File: config.mk
export PLATFORM = sky130hd
export DESIGN_NAME = usbi_uart
export DESIGN_NICKNAME = d
export VERILOG_FILES = /design/src/rtl/usbi_pkg.sv /design/src/rtl/usbi_uart.sv
export VERILOG_INCLUDE_DIRS = /design/src /design/src/rtl
export SDC_FILE = /design/constraint.sdc
export NUM_CORES = 1
export LEC_CHECK = 0
export BUFFER_PORTS_ARGS = -buffer_cell sky130_fd_sc_hd__buf_2
export CORE_UTILIZATION = 48
export DETAILED_ROUTE_END_ITERATION = 10
export PLACE_DENSITY = 0.73
export SYNTH_ARGS = -nofsm -noshare
export SYNTH_HDL_FRONTEND = slang
export SYNTH_SLANG_ARGS = --single-unit
File: constraint.sdc
create_clock -name ref_clk -period 2.2 [get_ports ref_clk]
set_input_delay 0 -clock ref_clk [delete_from_list [all_inputs] [get_ports ref_clk]]
set_output_delay 0 -clock ref_clk [all_outputs]
set_load 0.05 [all_outputs]
File: src/rtl/usbi_defines.svh
`ifndef USBI_DEFINES_SVH
`define USBI_DEFINES_SVH

// Register byte offsets on the plain register port
`define USBI_ADDR_W          3
`define USBI_OFS_MODE        3'h0
`define USBI_OFS_RX_ERR      3'h1
`define USBI_OFS_TX_STAT     3'h2
`define USBI_OFS_RX_BUF      3'h3
`define USBI_OFS_TX_BUF      3'h4

// Reset values
`define USBI_RST_MODE        8'h01
`define USBI_RST_RX_ERR      8'h00
`define USBI_RST_TX_STAT     8'h00
`define USBI_RST_RX_BUF      8'hff
`define USBI_RST_TX_BUF      8'hff

// Field positions in the error status register
`define USBI_ERR_PARITY_BIT  2
`define USBI_ERR_FRAMING_BIT 1
`define USBI_ERR_OVERRUN_BIT 0

// Field positions in the transmit status register
`define USBI_TXS_FULL_BIT    1
`define USBI_TXS_BUSY_BIT    0

// Interrupt priority codes, 0 means none pending
`define USBI_PRIO_NONE       2'h0
`define USBI_PRIO_RX_ERR     2'h1
`define USBI_PRIO_RX_DONE    2'h2
`define USBI_PRIO_TX_DONE    2'h3

// Default line bit period in base clock cycles
`define USBI_BIT_CYCLES      16

`endif

File: src/rtl/usbi_pkg.sv
package usbi_pkg;

  // Mode register, bit 7 down to bit 0
  typedef struct packed {
    logic channel_enable_bit;
    logic tx_enable_bit;
    logic rx_enable_bit;
    logic parity_sel_hi;
    logic parity_sel_lo;
    logic char_len8;
    logic stop_two;
    logic err_irq_route_sel;
  } usbi_mode_s;

  // One register port request
  typedef struct packed {
    logic [2:0] addr;
    logic [7:0] wdata;
    logic       wr;
    logic       rd;
  } usbi_bus_s;

  // Gray codes along idle, start, data, parity, stop
  typedef enum logic [2:0] {
    USBI_RX_IDLE   = 3'b000,
    USBI_RX_START  = 3'b001,
    USBI_RX_DATA   = 3'b011,
    USBI_RX_PARITY = 3'b010,
    USBI_RX_STOP   = 3'b110
  } usbi_rx_state_e;

  typedef enum logic [2:0] {
    USBI_TX_IDLE   = 3'b000,
    USBI_TX_START  = 3'b001,
    USBI_TX_DATA   = 3'b011,
    USBI_TX_PARITY = 3'b010,
    USBI_TX_STOP1  = 3'b110,
    USBI_TX_STOP2  = 3'b111
  } usbi_tx_state_e;

endpackage

File: src/rtl/usbi_uart.sv
`timescale 1ns/100ps
`include "usbi_defines.svh"

module usbi_uart #(
  parameter int unsigned BIT_CYCLES = `USBI_BIT_CYCLES
) (
  // Clock and reset
  input  wire logic             ref_clk,
  input  wire logic             rst,
  // Register port
  input  wire usbi_pkg::usbi_bus_s bus_req,
  output logic [7:0]            bus_rdata,
  // Serial line
  input  wire logic             rxd,
  output logic                  txd,
  // Interrupt requests, one-cycle pulses
  output logic                  rx_error_irq,
  output logic                  rx_done_irq,
  output logic                  tx_done_irq,
  output logic [1:0]            irq_top_code
);
  import usbi_pkg::*;

  localparam int unsigned CW = $clog2(BIT_CYCLES);
  localparam logic [CW-1:0] FULL_CNT = CW'(BIT_CYCLES - 1);
  localparam logic [CW-1:0] HALF_CNT = CW'(BIT_CYCLES / 2 - 1);

  usbi_mode_s      mode_reg;
  logic [2:0]      err_flags_reg;
  logic [7:0]      rx_holding_buf;
  logic [7:0]      tx_holding_buf;
  logic            tx_buf_full_flag;
  logic            tx_shift_busy_flag;
  logic            rx_unread_reg;
  usbi_rx_state_e  rx_state_reg;
  logic [CW-1:0]   rx_cnt_reg;
  logic [2:0]      rx_idx_reg;
  logic [7:0]      rx_shift_reg;
  logic            rx_par_reg;
  usbi_tx_state_e  tx_state_reg;
  logic [CW-1:0]   tx_cnt_reg;
  logic [2:0]      tx_idx_reg;
  logic [7:0]      tx_shift_reg;

  logic rx_on;
  logic tx_on;
  logic parity_on;
  logic [2:0] last_idx;
  logic rd_err;
  logic rd_rxbuf;
  logic wr_txbuf;
  logic rx_frame_end;
  logic pe_ev;
  logic fe_ev;
  logic ov_ev;
  logic any_err;
  logic rx_err_ev;
  logic rx_done_ev;
  logic tx_load;
  logic tx_frame_end;
  logic tx_done_ev;

  assign rx_on     = mode_reg.channel_enable_bit & mode_reg.rx_enable_bit;
  assign tx_on     = mode_reg.channel_enable_bit & mode_reg.tx_enable_bit;
  assign parity_on = mode_reg.parity_sel_hi | mode_reg.parity_sel_lo;
  assign last_idx  = mode_reg.char_len8 ? 3'h7 : 3'h6;
  assign rd_err    = bus_req.rd && bus_req.addr == `USBI_OFS_RX_ERR;
  assign rd_rxbuf  = bus_req.rd && bus_req.addr == `USBI_OFS_RX_BUF;
  assign wr_txbuf  = bus_req.wr && bus_req.addr == `USBI_OFS_TX_BUF && tx_on;

  // Receive frame end and its error conditions
  assign rx_frame_end = rx_on && rx_state_reg == USBI_RX_STOP && rx_cnt_reg == '0;
  // Odd mode wants an odd count of ones including the parity bit
  assign pe_ev = rx_frame_end && mode_reg.parity_sel_hi &&
                 ((^{rx_shift_reg, rx_par_reg}) == mode_reg.parity_sel_lo);
  assign fe_ev = rx_frame_end && !rxd;
  assign ov_ev = rx_frame_end && rx_unread_reg;
  assign any_err = pe_ev | fe_ev | ov_ev;
  assign rx_err_ev  = rx_on && any_err && !mode_reg.err_irq_route_sel;
  assign rx_done_ev = rx_frame_end && (!any_err || mode_reg.err_irq_route_sel);

  // Transmit load and frame end
  assign tx_frame_end = tx_on && tx_cnt_reg == '0 &&
                        ((tx_state_reg == USBI_TX_STOP1 && !mode_reg.stop_two) ||
                         tx_state_reg == USBI_TX_STOP2);
  assign tx_load = tx_on && tx_buf_full_flag &&
                   (tx_state_reg == USBI_TX_IDLE || tx_frame_end);
  // Done fires on entry to the last stop bit, not at its end
  // With two stop bits only the second one counts, or done would fire twice
  assign tx_done_ev = tx_on && tx_cnt_reg == '0 &&
                      ((tx_state_reg == USBI_TX_STOP1 && mode_reg.stop_two) ||
                       (!mode_reg.stop_two &&
                        (tx_state_reg == USBI_TX_PARITY ||
                         (tx_state_reg == USBI_TX_DATA && tx_idx_reg == last_idx &&
                          !parity_on))));

  // Mode register
  always_ff @(posedge ref_clk or posedge rst) begin
    if (rst) begin
      mode_reg <= `USBI_RST_MODE;
    end else if (bus_req.wr && bus_req.addr == `USBI_OFS_MODE) begin
      mode_reg <= bus_req.wdata;
    end
  end

  // Error flags; a new error beats the clearing read
  always_ff @(posedge ref_clk or posedge rst) begin
    if (rst) begin
      err_flags_reg <= 3'(`USBI_RST_RX_ERR);
    end else if (!rx_on) begin
      err_flags_reg <= 3'h0;
    end else begin
      if (rd_err) begin
        err_flags_reg <= 3'h0;
      end
      if (pe_ev) begin
        err_flags_reg[`USBI_ERR_PARITY_BIT] <= 1'b1;
      end
      if (fe_ev) begin
        err_flags_reg[`USBI_ERR_FRAMING_BIT] <= 1'b1;
      end
      if (ov_ev) begin
        err_flags_reg[`USBI_ERR_OVERRUN_BIT] <= 1'b1;
      end
    end
  end

  // Receive buffer and its unread marker
  always_ff @(posedge ref_clk or posedge rst) begin
    if (rst) begin
      rx_holding_buf <= `USBI_RST_RX_BUF;
      rx_unread_reg  <= 1'b0;
    end else if (!mode_reg.channel_enable_bit) begin
      rx_holding_buf <= `USBI_RST_RX_BUF;
      rx_unread_reg  <= 1'b0;
    end else if (rx_frame_end && !rx_unread_reg) begin
      rx_holding_buf <= rx_shift_reg;
      rx_unread_reg  <= 1'b1;
    end else if (rd_rxbuf) begin
      rx_unread_reg  <= 1'b0;
    end
  end

  // Receive shifter, samples mid-bit
  always_ff @(posedge ref_clk or posedge rst) begin
    if (rst) begin
      rx_state_reg <= USBI_RX_IDLE;
      rx_cnt_reg   <= '0;
      rx_idx_reg   <= 3'h0;
      rx_shift_reg <= 8'h00;
      rx_par_reg   <= 1'b0;
    end else if (!rx_on) begin
      rx_state_reg <= USBI_RX_IDLE;
      rx_cnt_reg   <= '0;
    end else begin
      unique case (rx_state_reg)
        USBI_RX_IDLE: begin
          if (!rxd) begin
            rx_state_reg <= USBI_RX_START;
            rx_cnt_reg   <= HALF_CNT;
            rx_idx_reg   <= 3'h0;
            rx_shift_reg <= 8'h00;
          end
        end
        USBI_RX_START: begin
          if (rx_cnt_reg != '0) begin
            rx_cnt_reg <= rx_cnt_reg - 1'b1;
          end else if (rxd) begin
            rx_state_reg <= USBI_RX_IDLE;
          end else begin
            rx_state_reg <= USBI_RX_DATA;
            rx_cnt_reg   <= FULL_CNT;
          end
        end
        USBI_RX_DATA: begin
          if (rx_cnt_reg != '0) begin
            rx_cnt_reg <= rx_cnt_reg - 1'b1;
          end else begin
            rx_shift_reg[rx_idx_reg] <= rxd;
            rx_idx_reg <= rx_idx_reg + 1'b1;
            rx_cnt_reg <= FULL_CNT;
            if (rx_idx_reg == last_idx) begin
              rx_state_reg <= parity_on ? USBI_RX_PARITY : USBI_RX_STOP;
            end
          end
        end
        USBI_RX_PARITY: begin
          if (rx_cnt_reg != '0) begin
            rx_cnt_reg <= rx_cnt_reg - 1'b1;
          end else begin
            rx_par_reg   <= rxd;
            rx_cnt_reg   <= FULL_CNT;
            rx_state_reg <= USBI_RX_STOP;
          end
        end
        USBI_RX_STOP: begin
          // Only one stop bit is ever checked
          if (rx_cnt_reg != '0) begin
            rx_cnt_reg <= rx_cnt_reg - 1'b1;
          end else begin
            rx_state_reg <= USBI_RX_IDLE;
          end
        end
        default: begin
          rx_state_reg <= USBI_RX_IDLE;
        end
      endcase
    end
  end

  // Transmit buffer; a write while full overwrites, software must avoid it
  always_ff @(posedge ref_clk or posedge rst) begin
    if (rst) begin
      tx_holding_buf <= `USBI_RST_TX_BUF;
    end else if (wr_txbuf) begin
      tx_holding_buf <= bus_req.wdata;
    end
  end

  // Buffer-full flag; the write wins over a load in the same cycle
  always_ff @(posedge ref_clk or posedge rst) begin
    if (rst) begin
      tx_buf_full_flag <= 1'b0;
    end else if (!tx_on) begin
      tx_buf_full_flag <= 1'b0;
    end else if (wr_txbuf) begin
      tx_buf_full_flag <= 1'b1;
    end else if (tx_load) begin
      tx_buf_full_flag <= 1'b0;
    end
  end

  // Shift-busy flag
  always_ff @(posedge ref_clk or posedge rst) begin
    if (rst) begin
      tx_shift_busy_flag <= 1'b0;
    end else if (!tx_on) begin
      tx_shift_busy_flag <= 1'b0;
    end else if (tx_load) begin
      tx_shift_busy_flag <= 1'b1;
    end else if (tx_frame_end) begin
      tx_shift_busy_flag <= 1'b0;
    end
  end

  // Transmit shifter; the line idles high whenever sending is off
  always_ff @(posedge ref_clk or posedge rst) begin
    if (rst) begin
      tx_state_reg <= USBI_TX_IDLE;
      tx_cnt_reg   <= '0;
      tx_idx_reg   <= 3'h0;
      tx_shift_reg <= 8'h00;
      txd          <= 1'b1;
    end else if (!tx_on) begin
      tx_state_reg <= USBI_TX_IDLE;
      tx_cnt_reg   <= '0;
      txd          <= 1'b1;
    end else if (tx_load) begin
      tx_state_reg <= USBI_TX_START;
      tx_shift_reg <= tx_holding_buf;
      tx_cnt_reg   <= FULL_CNT;
      tx_idx_reg   <= 3'h0;
      txd          <= 1'b0;
    end else if (tx_state_reg != USBI_TX_IDLE && tx_cnt_reg != '0) begin
      tx_cnt_reg <= tx_cnt_reg - 1'b1;
    end else begin
      tx_cnt_reg <= FULL_CNT;
      unique case (tx_state_reg)
        USBI_TX_IDLE: begin
          tx_cnt_reg <= '0;
          txd        <= 1'b1;
        end
        USBI_TX_START: begin
          tx_state_reg <= USBI_TX_DATA;
          txd          <= tx_shift_reg[0];
        end
        USBI_TX_DATA: begin
          if (tx_idx_reg == last_idx) begin
            tx_state_reg <= parity_on ? USBI_TX_PARITY : USBI_TX_STOP1;
            txd <= parity_on ? (mode_reg.parity_sel_hi &
                   (^(tx_shift_reg & {mode_reg.char_len8, 7'h7f}) ^
                    ~mode_reg.parity_sel_lo)) : 1'b1;
          end else begin
            txd <= tx_shift_reg[tx_idx_reg + 3'h1];
          end
          tx_idx_reg <= tx_idx_reg + 1'b1;
        end
        USBI_TX_PARITY: begin
          tx_state_reg <= USBI_TX_STOP1;
          txd          <= 1'b1;
        end
        USBI_TX_STOP1: begin
          tx_state_reg <= mode_reg.stop_two ? USBI_TX_STOP2 : USBI_TX_IDLE;
          txd          <= 1'b1;
        end
        USBI_TX_STOP2: begin
          tx_state_reg <= USBI_TX_IDLE;
          txd          <= 1'b1;
        end
        default: begin
          tx_state_reg <= USBI_TX_IDLE;
          txd          <= 1'b1;
        end
      endcase
    end
  end

  // Interrupt pulses and the highest pending one
  always_ff @(posedge ref_clk or posedge rst) begin
    if (rst) begin
      rx_error_irq <= 1'b0;
      rx_done_irq  <= 1'b0;
      tx_done_irq  <= 1'b0;
      irq_top_code <= `USBI_PRIO_NONE;
    end else begin
      rx_error_irq <= rx_err_ev;
      rx_done_irq  <= rx_done_ev;
      tx_done_irq  <= tx_done_ev;
      if (rx_err_ev) begin
        irq_top_code <= `USBI_PRIO_RX_ERR;
      end else if (rx_done_ev) begin
        irq_top_code <= `USBI_PRIO_RX_DONE;
      end else if (tx_done_ev) begin
        irq_top_code <= `USBI_PRIO_TX_DONE;
      end else begin
        irq_top_code <= `USBI_PRIO_NONE;
      end
    end
  end

  // Read data, valid only in the cycle after the strobe
  always_ff @(posedge ref_clk or posedge rst) begin
    if (rst) begin
      bus_rdata <= 8'h00;
    end else if (!bus_req.rd) begin
      bus_rdata <= 8'h00;
    end else begin
      unique case (bus_req.addr)
        `USBI_OFS_MODE:    bus_rdata <= mode_reg;
        `USBI_OFS_RX_ERR:  bus_rdata <= {5'h00, err_flags_reg};
        `USBI_OFS_TX_STAT: bus_rdata <= {6'h00, tx_buf_full_flag, tx_shift_busy_flag};
        `USBI_OFS_RX_BUF:  bus_rdata <= rx_holding_buf;
        `USBI_OFS_TX_BUF:  bus_rdata <= tx_holding_buf;
        default:           bus_rdata <= 8'h00;
      endcase
    end
  end

endmodule

# ---- Word level (Yosys, flattened, before mapping)
# Cells that the tools add are included.
dict set report totals {
  word_cells 213
  output_inout_bits 14
  ff_bits 81
  in_bits 16
}
dict set report op_classes {
  eq_ne 38
  bitwise_logic 10
  mux 69
  magnitude_cmp 3
  n_addsub 4
  n_reduce_logical 58
}
# operator n
set ops {}
lappend ops {{$mux W3} 20}
lappend ops {{$mux W4} 10}
lappend ops {{$mux W8} 5}
lappend ops {{$pmux W8 S5} 1}
lappend ops {{$pmux W3 S5} 2}
lappend ops {{$logic_and A1 B1 Y1} 27}
lappend ops {{$ne A3 B3 Y1 const B} 8}
lappend ops {{$mux W1} 20}
lappend ops {{$eq A3 B2 Y1 const B} 6}
lappend ops {{$ne A3 B1 Y1 const B} 6}
lappend ops {{$pmux W4 S4} 1}
lappend ops {{$pmux W8 S2} 1}
lappend ops {{$eq A3 B3 Y1 const B} 4}
lappend ops {{$eq A3 B1 Y1 const B} 3}
lappend ops {{$logic_not A3 Y1} 3}
lappend ops {{$reduce_and A3 Y1} 3}
lappend ops {{$reduce_xor A9 Y1} 1}
lappend ops {{$and A8 B8 Y8} 1}
lappend ops {{$bwmux W8} 1}
lappend ops {{$logic_not A4 Y1} 2}
lappend ops {{$lt A3 B4 Y1 const B} 2}
lappend ops {{$mux W2} 4}
lappend ops {{$reduce_and A4 Y1} 2}
lappend ops {{$reduce_bool A4 Y1} 2}
lappend ops {{other kinds (27)} 47}

# ---- Depth between registers and ports, before layout
# Gate-level depths: netlist of run 1.
dict set report depth {
  depth_word 12
  depth_mapped 9
  mapped_depth_nobuf 7
}

# ---- Least setup slack after synthesis of run 1
# OpenSTA, ideal clock, no wires.
dict set report synth_path {
  path_kind {reg-to-reg}
  from {register tx_cnt_reg[0]}
  to {register tx_shift_reg[0]}
  synth_period_minus_slack_ns 2.206
  setup_time_ns 0.125
  path_slack_ns -0.006
  required_time_ns 2.075
  arrival_time_ns 2.081
  path_stages_with_launch 10
  path_cell_list {dfrtp_1 > inv_1 > ha_1 > or3b_1 > buf_6 > nor3_4 > o21ai_2 > or2_4 > buf_6 > mux2_4}
}
dict set report synth_between {
  elab_chain_len 6
}
# item line
set synth_rtl {}
lappend synth_rtl {{from (decl)} usbi_uart.sv:41} ;# logic [CW-1:0] tx_cnt_reg;
lappend synth_rtl {{from (signal assigned)} usbi_uart.sv:265} ;# tx_cnt_reg <= tx_cnt_reg - 1'b1;
lappend synth_rtl {{$logic_not A4 Y1} usbi_uart.sv:83} ;# assign tx_frame_end = tx_on && tx_cnt_reg == '0 &&
lappend synth_rtl {{$logic_and A1 B1 Y1 (2 in series)} usbi_uart.sv:83}
lappend synth_rtl {{$logic_or A1 B1 Y1} usbi_uart.sv:87} ;# (tx_state_reg == USBI_TX_IDLE || tx_frame_end);
lappend synth_rtl {{$logic_and A1 B1 Y1} usbi_uart.sv:86} ;# assign tx_load = tx_on && tx_buf_full_flag &&
lappend synth_rtl {{$reduce_and A2 Y1 (no line)} --}
lappend synth_rtl {{to (signal assigned)} usbi_uart.sv:260} ;# tx_shift_reg <= tx_holding_buf;
lappend synth_rtl {{to (decl)} usbi_uart.sv:43} ;# logic [7:0] tx_shift_reg;
# No other way between the ends.
# A chain may end at the register's enable or synchronous reset.

# ---- Final worst setup path of run 1
dict set report layout_path {
  from {register tx_cnt_reg[1]}
  to {register tx_shift_reg[5]}
}
# Same word-level chain as after synthesis.

==> flow_summary.json, run 1 <==
{
  "status": "completed",
  "ys_top_cells_by_area": "dfrtp_1 (37%), dfstp_2 (11%), mux2_2 (6.2%), nand2_1 (4.5%), xnor2_1 (2.9%)",
  "antenna_cells": 0,
  "cts_buffers": 9,
  "maxSlewHeadroom_pct": 63.1,
  "wirelength_um": 9020,
  "syn_to_final_growth_pct": 15.3,
  "synthDistinctLibCells": 56,
  "r2r_slack_ps": 90,
  "synth.net_count": 425,
  "yosys.area.top_type_share_pct": 37.5,
  "fmax_mhz": 473,
  "drtIter0Drc": 205,
  "fin_nets": 477,
  "setup_ws_ps": 87.8,
  "fin_setup_tns_ps": 0,
  "ys.flop_type": "dfrtp_1",
  "slew_viol_final": 0,
  "drc": 0,
  "gp_congestion": 0.830,
  "r2r_end": "tx_shift_reg[5]",
  "startpoint": "tx_cnt_reg[1]",
  "fin_skew_ps": 9.22,
  "hold_end": "bus_rdata[2]",
  "dieWidth_um": 95.6,
  "rsz0062_at_grt": "no",
  "dp_slack_ps": 36.9,
  "finalSetupViolCount": 0,
  "reg2reg_depth": 7,
  "synth_seq_area_share_pct": 48.7,
  "placementRows": 33,
  "grt_pass1_wl_um": 15400,
  "die_height_um": 95.6,
  "hp-class": "in -> reg",
  "drtAntennaViolNets": 0,
  "min_from": "bus_req[11]",
  "via_per_inst": 5.62,
  "fin_crit_ps": 2110,
  "vias": 3177,
  "cp.required_ps": 2450,
  "netlist_instances": 403,
  "grt_pass1_vias": 3200,
  "crit_fanout": 9,
  "hold_slack_ps": 23.8,
  "powerDensity_mw_per_mm2": 679,
  "cts_tree": "built",
  "avgSynthCellArea_um2": 10.4,
  "pin_count": 30,
  "ys_async_sr_fraction_pct": 100,
  "worstSetupEndpointType": "register",
  "core_area_mm2": 0.00834,
  "critPathArrivalTime_ps": 2360,
  "holdPathStages": 3,
  "max_cap_viol_count": 0,
  "initial_core_util_pct": 50.4,
  "antenna_found_initial": 0,
  "synth-seq-cells": 81,
  "htree_levels": 3,
  "root_buffer": "clkbuf_8",
  "clkLatencyLatePin_ps": 360,
  "clkTransAtPathRegs_ps": 90,
  "synth_top_area_cell": "dfrtp_1",
  "cts_buffer_depth": 2,
  "drt-pass1-iter-count": 4,
  "irDropWorstVdd_mv": 0.349,
  "total_leakage_power_nw": 2.23,
  "wl_per_cell_um": 16.0,
  "dpl.hpwl_um": 6520,
  "reg2reg_from": "tx_cnt_reg[1]",
  "hold_viol": 0,
  "netlist_area_mm2": 0.00421,
  "clock-sinks": 81,
  "dpl.cell_count": 536,
  "grt_util_all_layers_pct": 22.4,
  "ys_warn_count": 0,
  "die_area_mm2": 0.00914,
  "worst-setup-path-type": "reg -> reg",
  "synth_edf_count": 0,
  "grt_max_degree": 52,
  "drive_gt1_share_pct": 26.7,
  "worstMarginPinSlew_ps": 553,
  "stdcell_count": 565,
  "gr-total-overflow": 0,
  "finalCritPeriodShare_pct": 96.0,
  "port_buffers": 29,
  "crit_path_start_kind": "register"
}
[placed cells by master (no fill, tap or decap), types with 8 or more instances in the layout]
master         instances
dfrtp_1               63
o21ai_0               20
clkbuf_8              10
dlygate4sd3_1         12
mux2i_1               10
nor3_1                 8
xnor2_1               14
a21oi_1               16
dfstp_2               18
nor2b_1               11
nand2_1               50
nor2_1                25
inv_1                 11
nand3_1               14
mux2_2                23
buf_4                 17
buf_2                 29
[critical path: stages (launching register included)]
cell	delay, ps
dfrtp_1	380
inv_1	100
ha_2	190
or3b_4	400
nor3_4	170
o21ai_2	90
or2_4	330
mux2_4	310
[worst max path at each step]
stage / depth (start not counted) / to / slack [ps]
after floorplan: 9 / tx_shift_reg[0] / 20
after global placement: 7 / tx_shift_reg[3] / 120
after detailed placement: 7 / tx_shift_reg[5] / 40
after CTS: 7 / tx_shift_reg[5] / 8
after global routing: 7 / tx_shift_reg[5] / 6
final: 7 / tx_shift_reg[5] / 90
[through the flow]
step | power, mW | instance area (um2) | util, %
4_1_cts | 3.32 | 4830 | 57.9
3_5_place_dp | 2.32 | 4540 | 54.4
5_1_grt | 3.45 | 4850 | 58.1
3_3_place_gp | 2.30 | 4540 | 54.4
2_1_floorplan | 2.13 | 4210 | -
6_report | 3.29 | 4850 | 58.1
[final cells by class]
class | instances | area, um2
timing repair buffer | 59 | 413
inverter | 13 | 50.0
clock buffer | 11 | 141
fill | 708 | 3490
sequential | 81 | 2050
multi-input combinational | 291 | 2030
tap | 105 | 131
clock inverter | 5 | 31.3
[logic make-up after synthesis]
| kind of cell | synth area share (%) |
|---|---|
| AND/OR/NAND/NOR | 16.8 |
| AO/OA/AOI/OAI | 12.4 |
| buffers and inverters | 3.15 |
| flip-flops | 48.7 |
| XOR/XNOR | 5.03 |
| multiplexers | 12.1 |
| adder cells (fa/ha/maj) | 1.79 |
[what timing repair did]
action,4_1_cts,5_1_grt
resized for setup,0,3
hold buffers,12,0
endpoints found under the setup margin,0,10
buffers inserted,0,1
hold endpoints to repair,50,0
[layer usage]
layer,routed length (um),global-route usage (%)
met1,4090,28.8
met2,4510,37.3
met3,311,5.50
met4,108,6.72
met5,0,0
[power by group]
| part | internal, mW | total [mW] | leakage (nW) | switching (mW) |
|---|---|---|---|---|
| clock | 0.437 | 0.980 | 0.0891 | 0.543 |
| combinational | 0.257 | 0.569 | 1.09 | 0.311 |
| sequential | 1.62 | 1.75 | 1.05 | 0.125 |
[synthesized netlist by cell type, types with 5 or more instances]
master / instances
a22oi_1: 7
clkbuf_1: 15
dfrtp_1: 63
o21ai_0: 20
dfstp_2: 18
a21oi_1: 16
mux2i_1: 10
nand3_1: 14
and2_1: 7
ha_1: 6
nand2_1: 50
nand2b_1: 6
mux2_2: 23
xnor2_1: 14
mux2_4: 7
nor3_1: 8
xor2_1: 5
nor2b_1: 11
nor2_1: 25
inv_1: 13
(Power assumes the default switching activity.)
==> run 2: changes to the inputs <==
--- a/config.mk
+++ b/config.mk
@@ -7,6 +7,7 @@
 export NUM_CORES = 1
 export LEC_CHECK = 0
 export BUFFER_PORTS_ARGS = -buffer_cell sky130_fd_sc_hd__buf_2
+export CORE_ASPECT_RATIO = 0.9
 export CORE_UTILIZATION = 48
 export DETAILED_ROUTE_END_ITERATION = 10
 export PLACE_DENSITY = 0.73
==> run 2 against run 1 <==
Compared with the run above: power grew 3.8%; sequential cell count is the same; via count grew 0.69%; combinational power shrank 3%; non-clock buffer count grew 3; sequential share of layout area shrank 0.75 points; critical path depth grew 1; global-route usage shrank 0.16 points.
==> flow_summary.json, run 2 (synthesis results as in run 1) <==
{
  "status": "completed",
  "rsz0062_at_grt": "no",
  "finalSetupViolCount": 0,
  "pwr-share-comb_pct": 16.1,
  "gp_congestion": 0.813,
  "core_area_mm2": 0.00853,
  "max_cap_viol_count": 0,
  "fin_util_pct": 57.9,
  "grtUsageMet1_pct": 30.4,
  "use_met3_pct": 4.18,
  "power_mw": 3.42,
  "drive_gt1_share_pct": 28.3,
  "seq_power_share_pct": 51.3,
  "clock-sinks": 81,
  "maxSlewHeadroom_pct": 57.3,
  "clkPwrFrac_pct": 32.7,
  "powerDensity_mw_per_mm2": 692,
  "htree_levels": 3,
  "dpl-instance-area_mm2": 0.00455,
  "fin_crit_ps": 2130,
  "worstSetupEndpointType": "register",
  "grt-busiest-layer": "met2",
  "die_height_um": 90.8,
  "crit_path_start_kind": "register",
  "grt_pass1_wl_um": 15900,
  "drc": 0,
  "critPathSlowestCell": "dfrtp_1",
  "total_leakage_power_nw": 2.25,
  "switchingPower_mw": 1.01,
  "drtAntennaViolNets": 0,
  "final_common_cell": "dfrtp_1",
  "grt_max_degree": 37,
  "wl_per_cell_um": 15.8,
  "wirelength_um": 9210,
  "cts_tree": "built",
  "hp-class": "in -> reg",
  "syn_to_final_growth_pct": 17.4,
  "clkLatencyLatePin_ps": 350,
  "cts_buffers": 9,
  "clkTransAtPathRegs_ps": 90,
  "pin_count": 30,
  "die_area_mm2": 0.00914,
  "fin_nets": 480,
  "worstMarginPinSlew_ps": 640,
  "antenna_found_initial": 0,
  "vias": 3199,
  "grt_util_all_layers_pct": 22.2,
  "worstPathCellList": "inv_2, ha_4, or3b_4, nor3_4, o21ai_2, or2_4, clkbuf_4, mux2_4",
  "dpl.hpwl_um": 6560,
  "post-route-cell-area_mm2": 0.00494,
  "via_per_inst": 5.50,
  "critPathArrivalTime_ps": 2380,
  "grt_util_met2_pct": 36.0,
  "port_buffers": 29,
  "netSwitchingFraction_pct": 29.6,
  "fin_skew_ps": 11.2,
  "critPathMaxStageDelay_ps": 400,
  "drtIter0Drc": 227,
  "initial_core_util_pct": 49.3,
  "grt_pass1_vias": 3187,
  "stdcell_count": 582,
  "finalCritPeriodShare_pct": 97.0,
  "gr-total-overflow": 0,
  "hold_viol": 0,
  "dpl.cell_count": 551,
  "fin_setup_tns_ps": 0,
  "antenna_cells": 0,
  "intPower_mw": 2.41,
  "slew_viol_final": 0,
  "drt-pass1-iter-count": 5,
  "irDropWorstVdd_mv": 0.476,
  "placementRows": 32,
  "crit_fanout": 4,
  "final_cell_mix": "dfrtp_1 (63), nand2_1 (50), buf_2 (29)",
  "worst-setup-path-type": "reg -> reg",
  "fmax_mhz": 468,
  "cts_buffer_depth": 2,
  "root_buffer": "clkbuf_8",
  "dieWidth_um": 101,
  "cp.required_ps": 2450
}
run 2: cell types whose count changed in the layout (fill, tap and decap cells not counted), sizes merged:
cell,change
bufinv,+1
inv,+2
clkbuf,-1
buf,+4
clkinv,-2
dlygate4sd3,-2
clkinvlp,+1
run 2: power groups by stage:
stage               clock network, mW  registers, mW  logic [mW]
floorplan                           0           1.74       0.388
global placement                    0           1.78       0.519
detailed placement                  0           1.78       0.532
CTS                              1.14           1.75       0.548
global route                     1.20           1.77       0.615
finish                           1.12           1.75       0.550
run 2: layout make-up:
class / instances / area [um2]
clock buffer: 9 / 124
clock inverter: 7 / 78.8
fill: 736 / 3590
inverter: 13 / 50.0
multi-input combinational: 291 / 2060
sequential: 81 / 2050
tap: 119 / 149
timing repair buffer: 62 / 430
run 2: worst max-delay path: cells and delay by family (launching register included):
kind | cells | cell delay [ps]
compound gates | 1 | 90
fa+ha+maj | 1 | 140
buf+inv | 2 | 270
flops | 1 | 400
mux | 1 | 300
simple gates | 3 | 820
run 2: worst paths after layout:
check                                       start                 to  slack, ps  depth (start not counted)
worst max-delay path                tx_cnt_reg[0]    tx_shift_reg[0]         70                          8
worst min-delay path                          rxd   err_flags_reg[1]         20                          2
min in group asynchronous                     rst      rx_cnt_reg[0]        250                          3
max in group asynchronous                     rst  rx_holding_buf[2]       1170                          4
worst max register to register      tx_cnt_reg[0]    tx_shift_reg[0]         70                          8
worst min register to register  rx_holding_buf[7]  rx_holding_buf[7]        490                          2
run 2: routing by layer:
layer	wire length (um)	share of wire, %
met1	4300	47
met3	355	3.9
met2	4430	48
met4	119	1.3
met5	0	0
run 2: through the flow:
step                hold slack, ps  setup slack (ps)
global placement              84.8               114
detailed placement            95.1              43.1
global route                  25.8             0.485
floorplan                      109              20.8
finish                        21.7              65.4
CTS                           2.88              16.2
run 2: repair_timing:
| item | in CTS | in global routing |
|---|---|---|
| endpoints found under the hold margin | 48 | 0 |
| setup buffers | 0 | 5 |
| hold buffers | 10 | 0 |
| resized for setup | 0 | 7 |
| endpoints found under the setup margin | 0 | 10 |
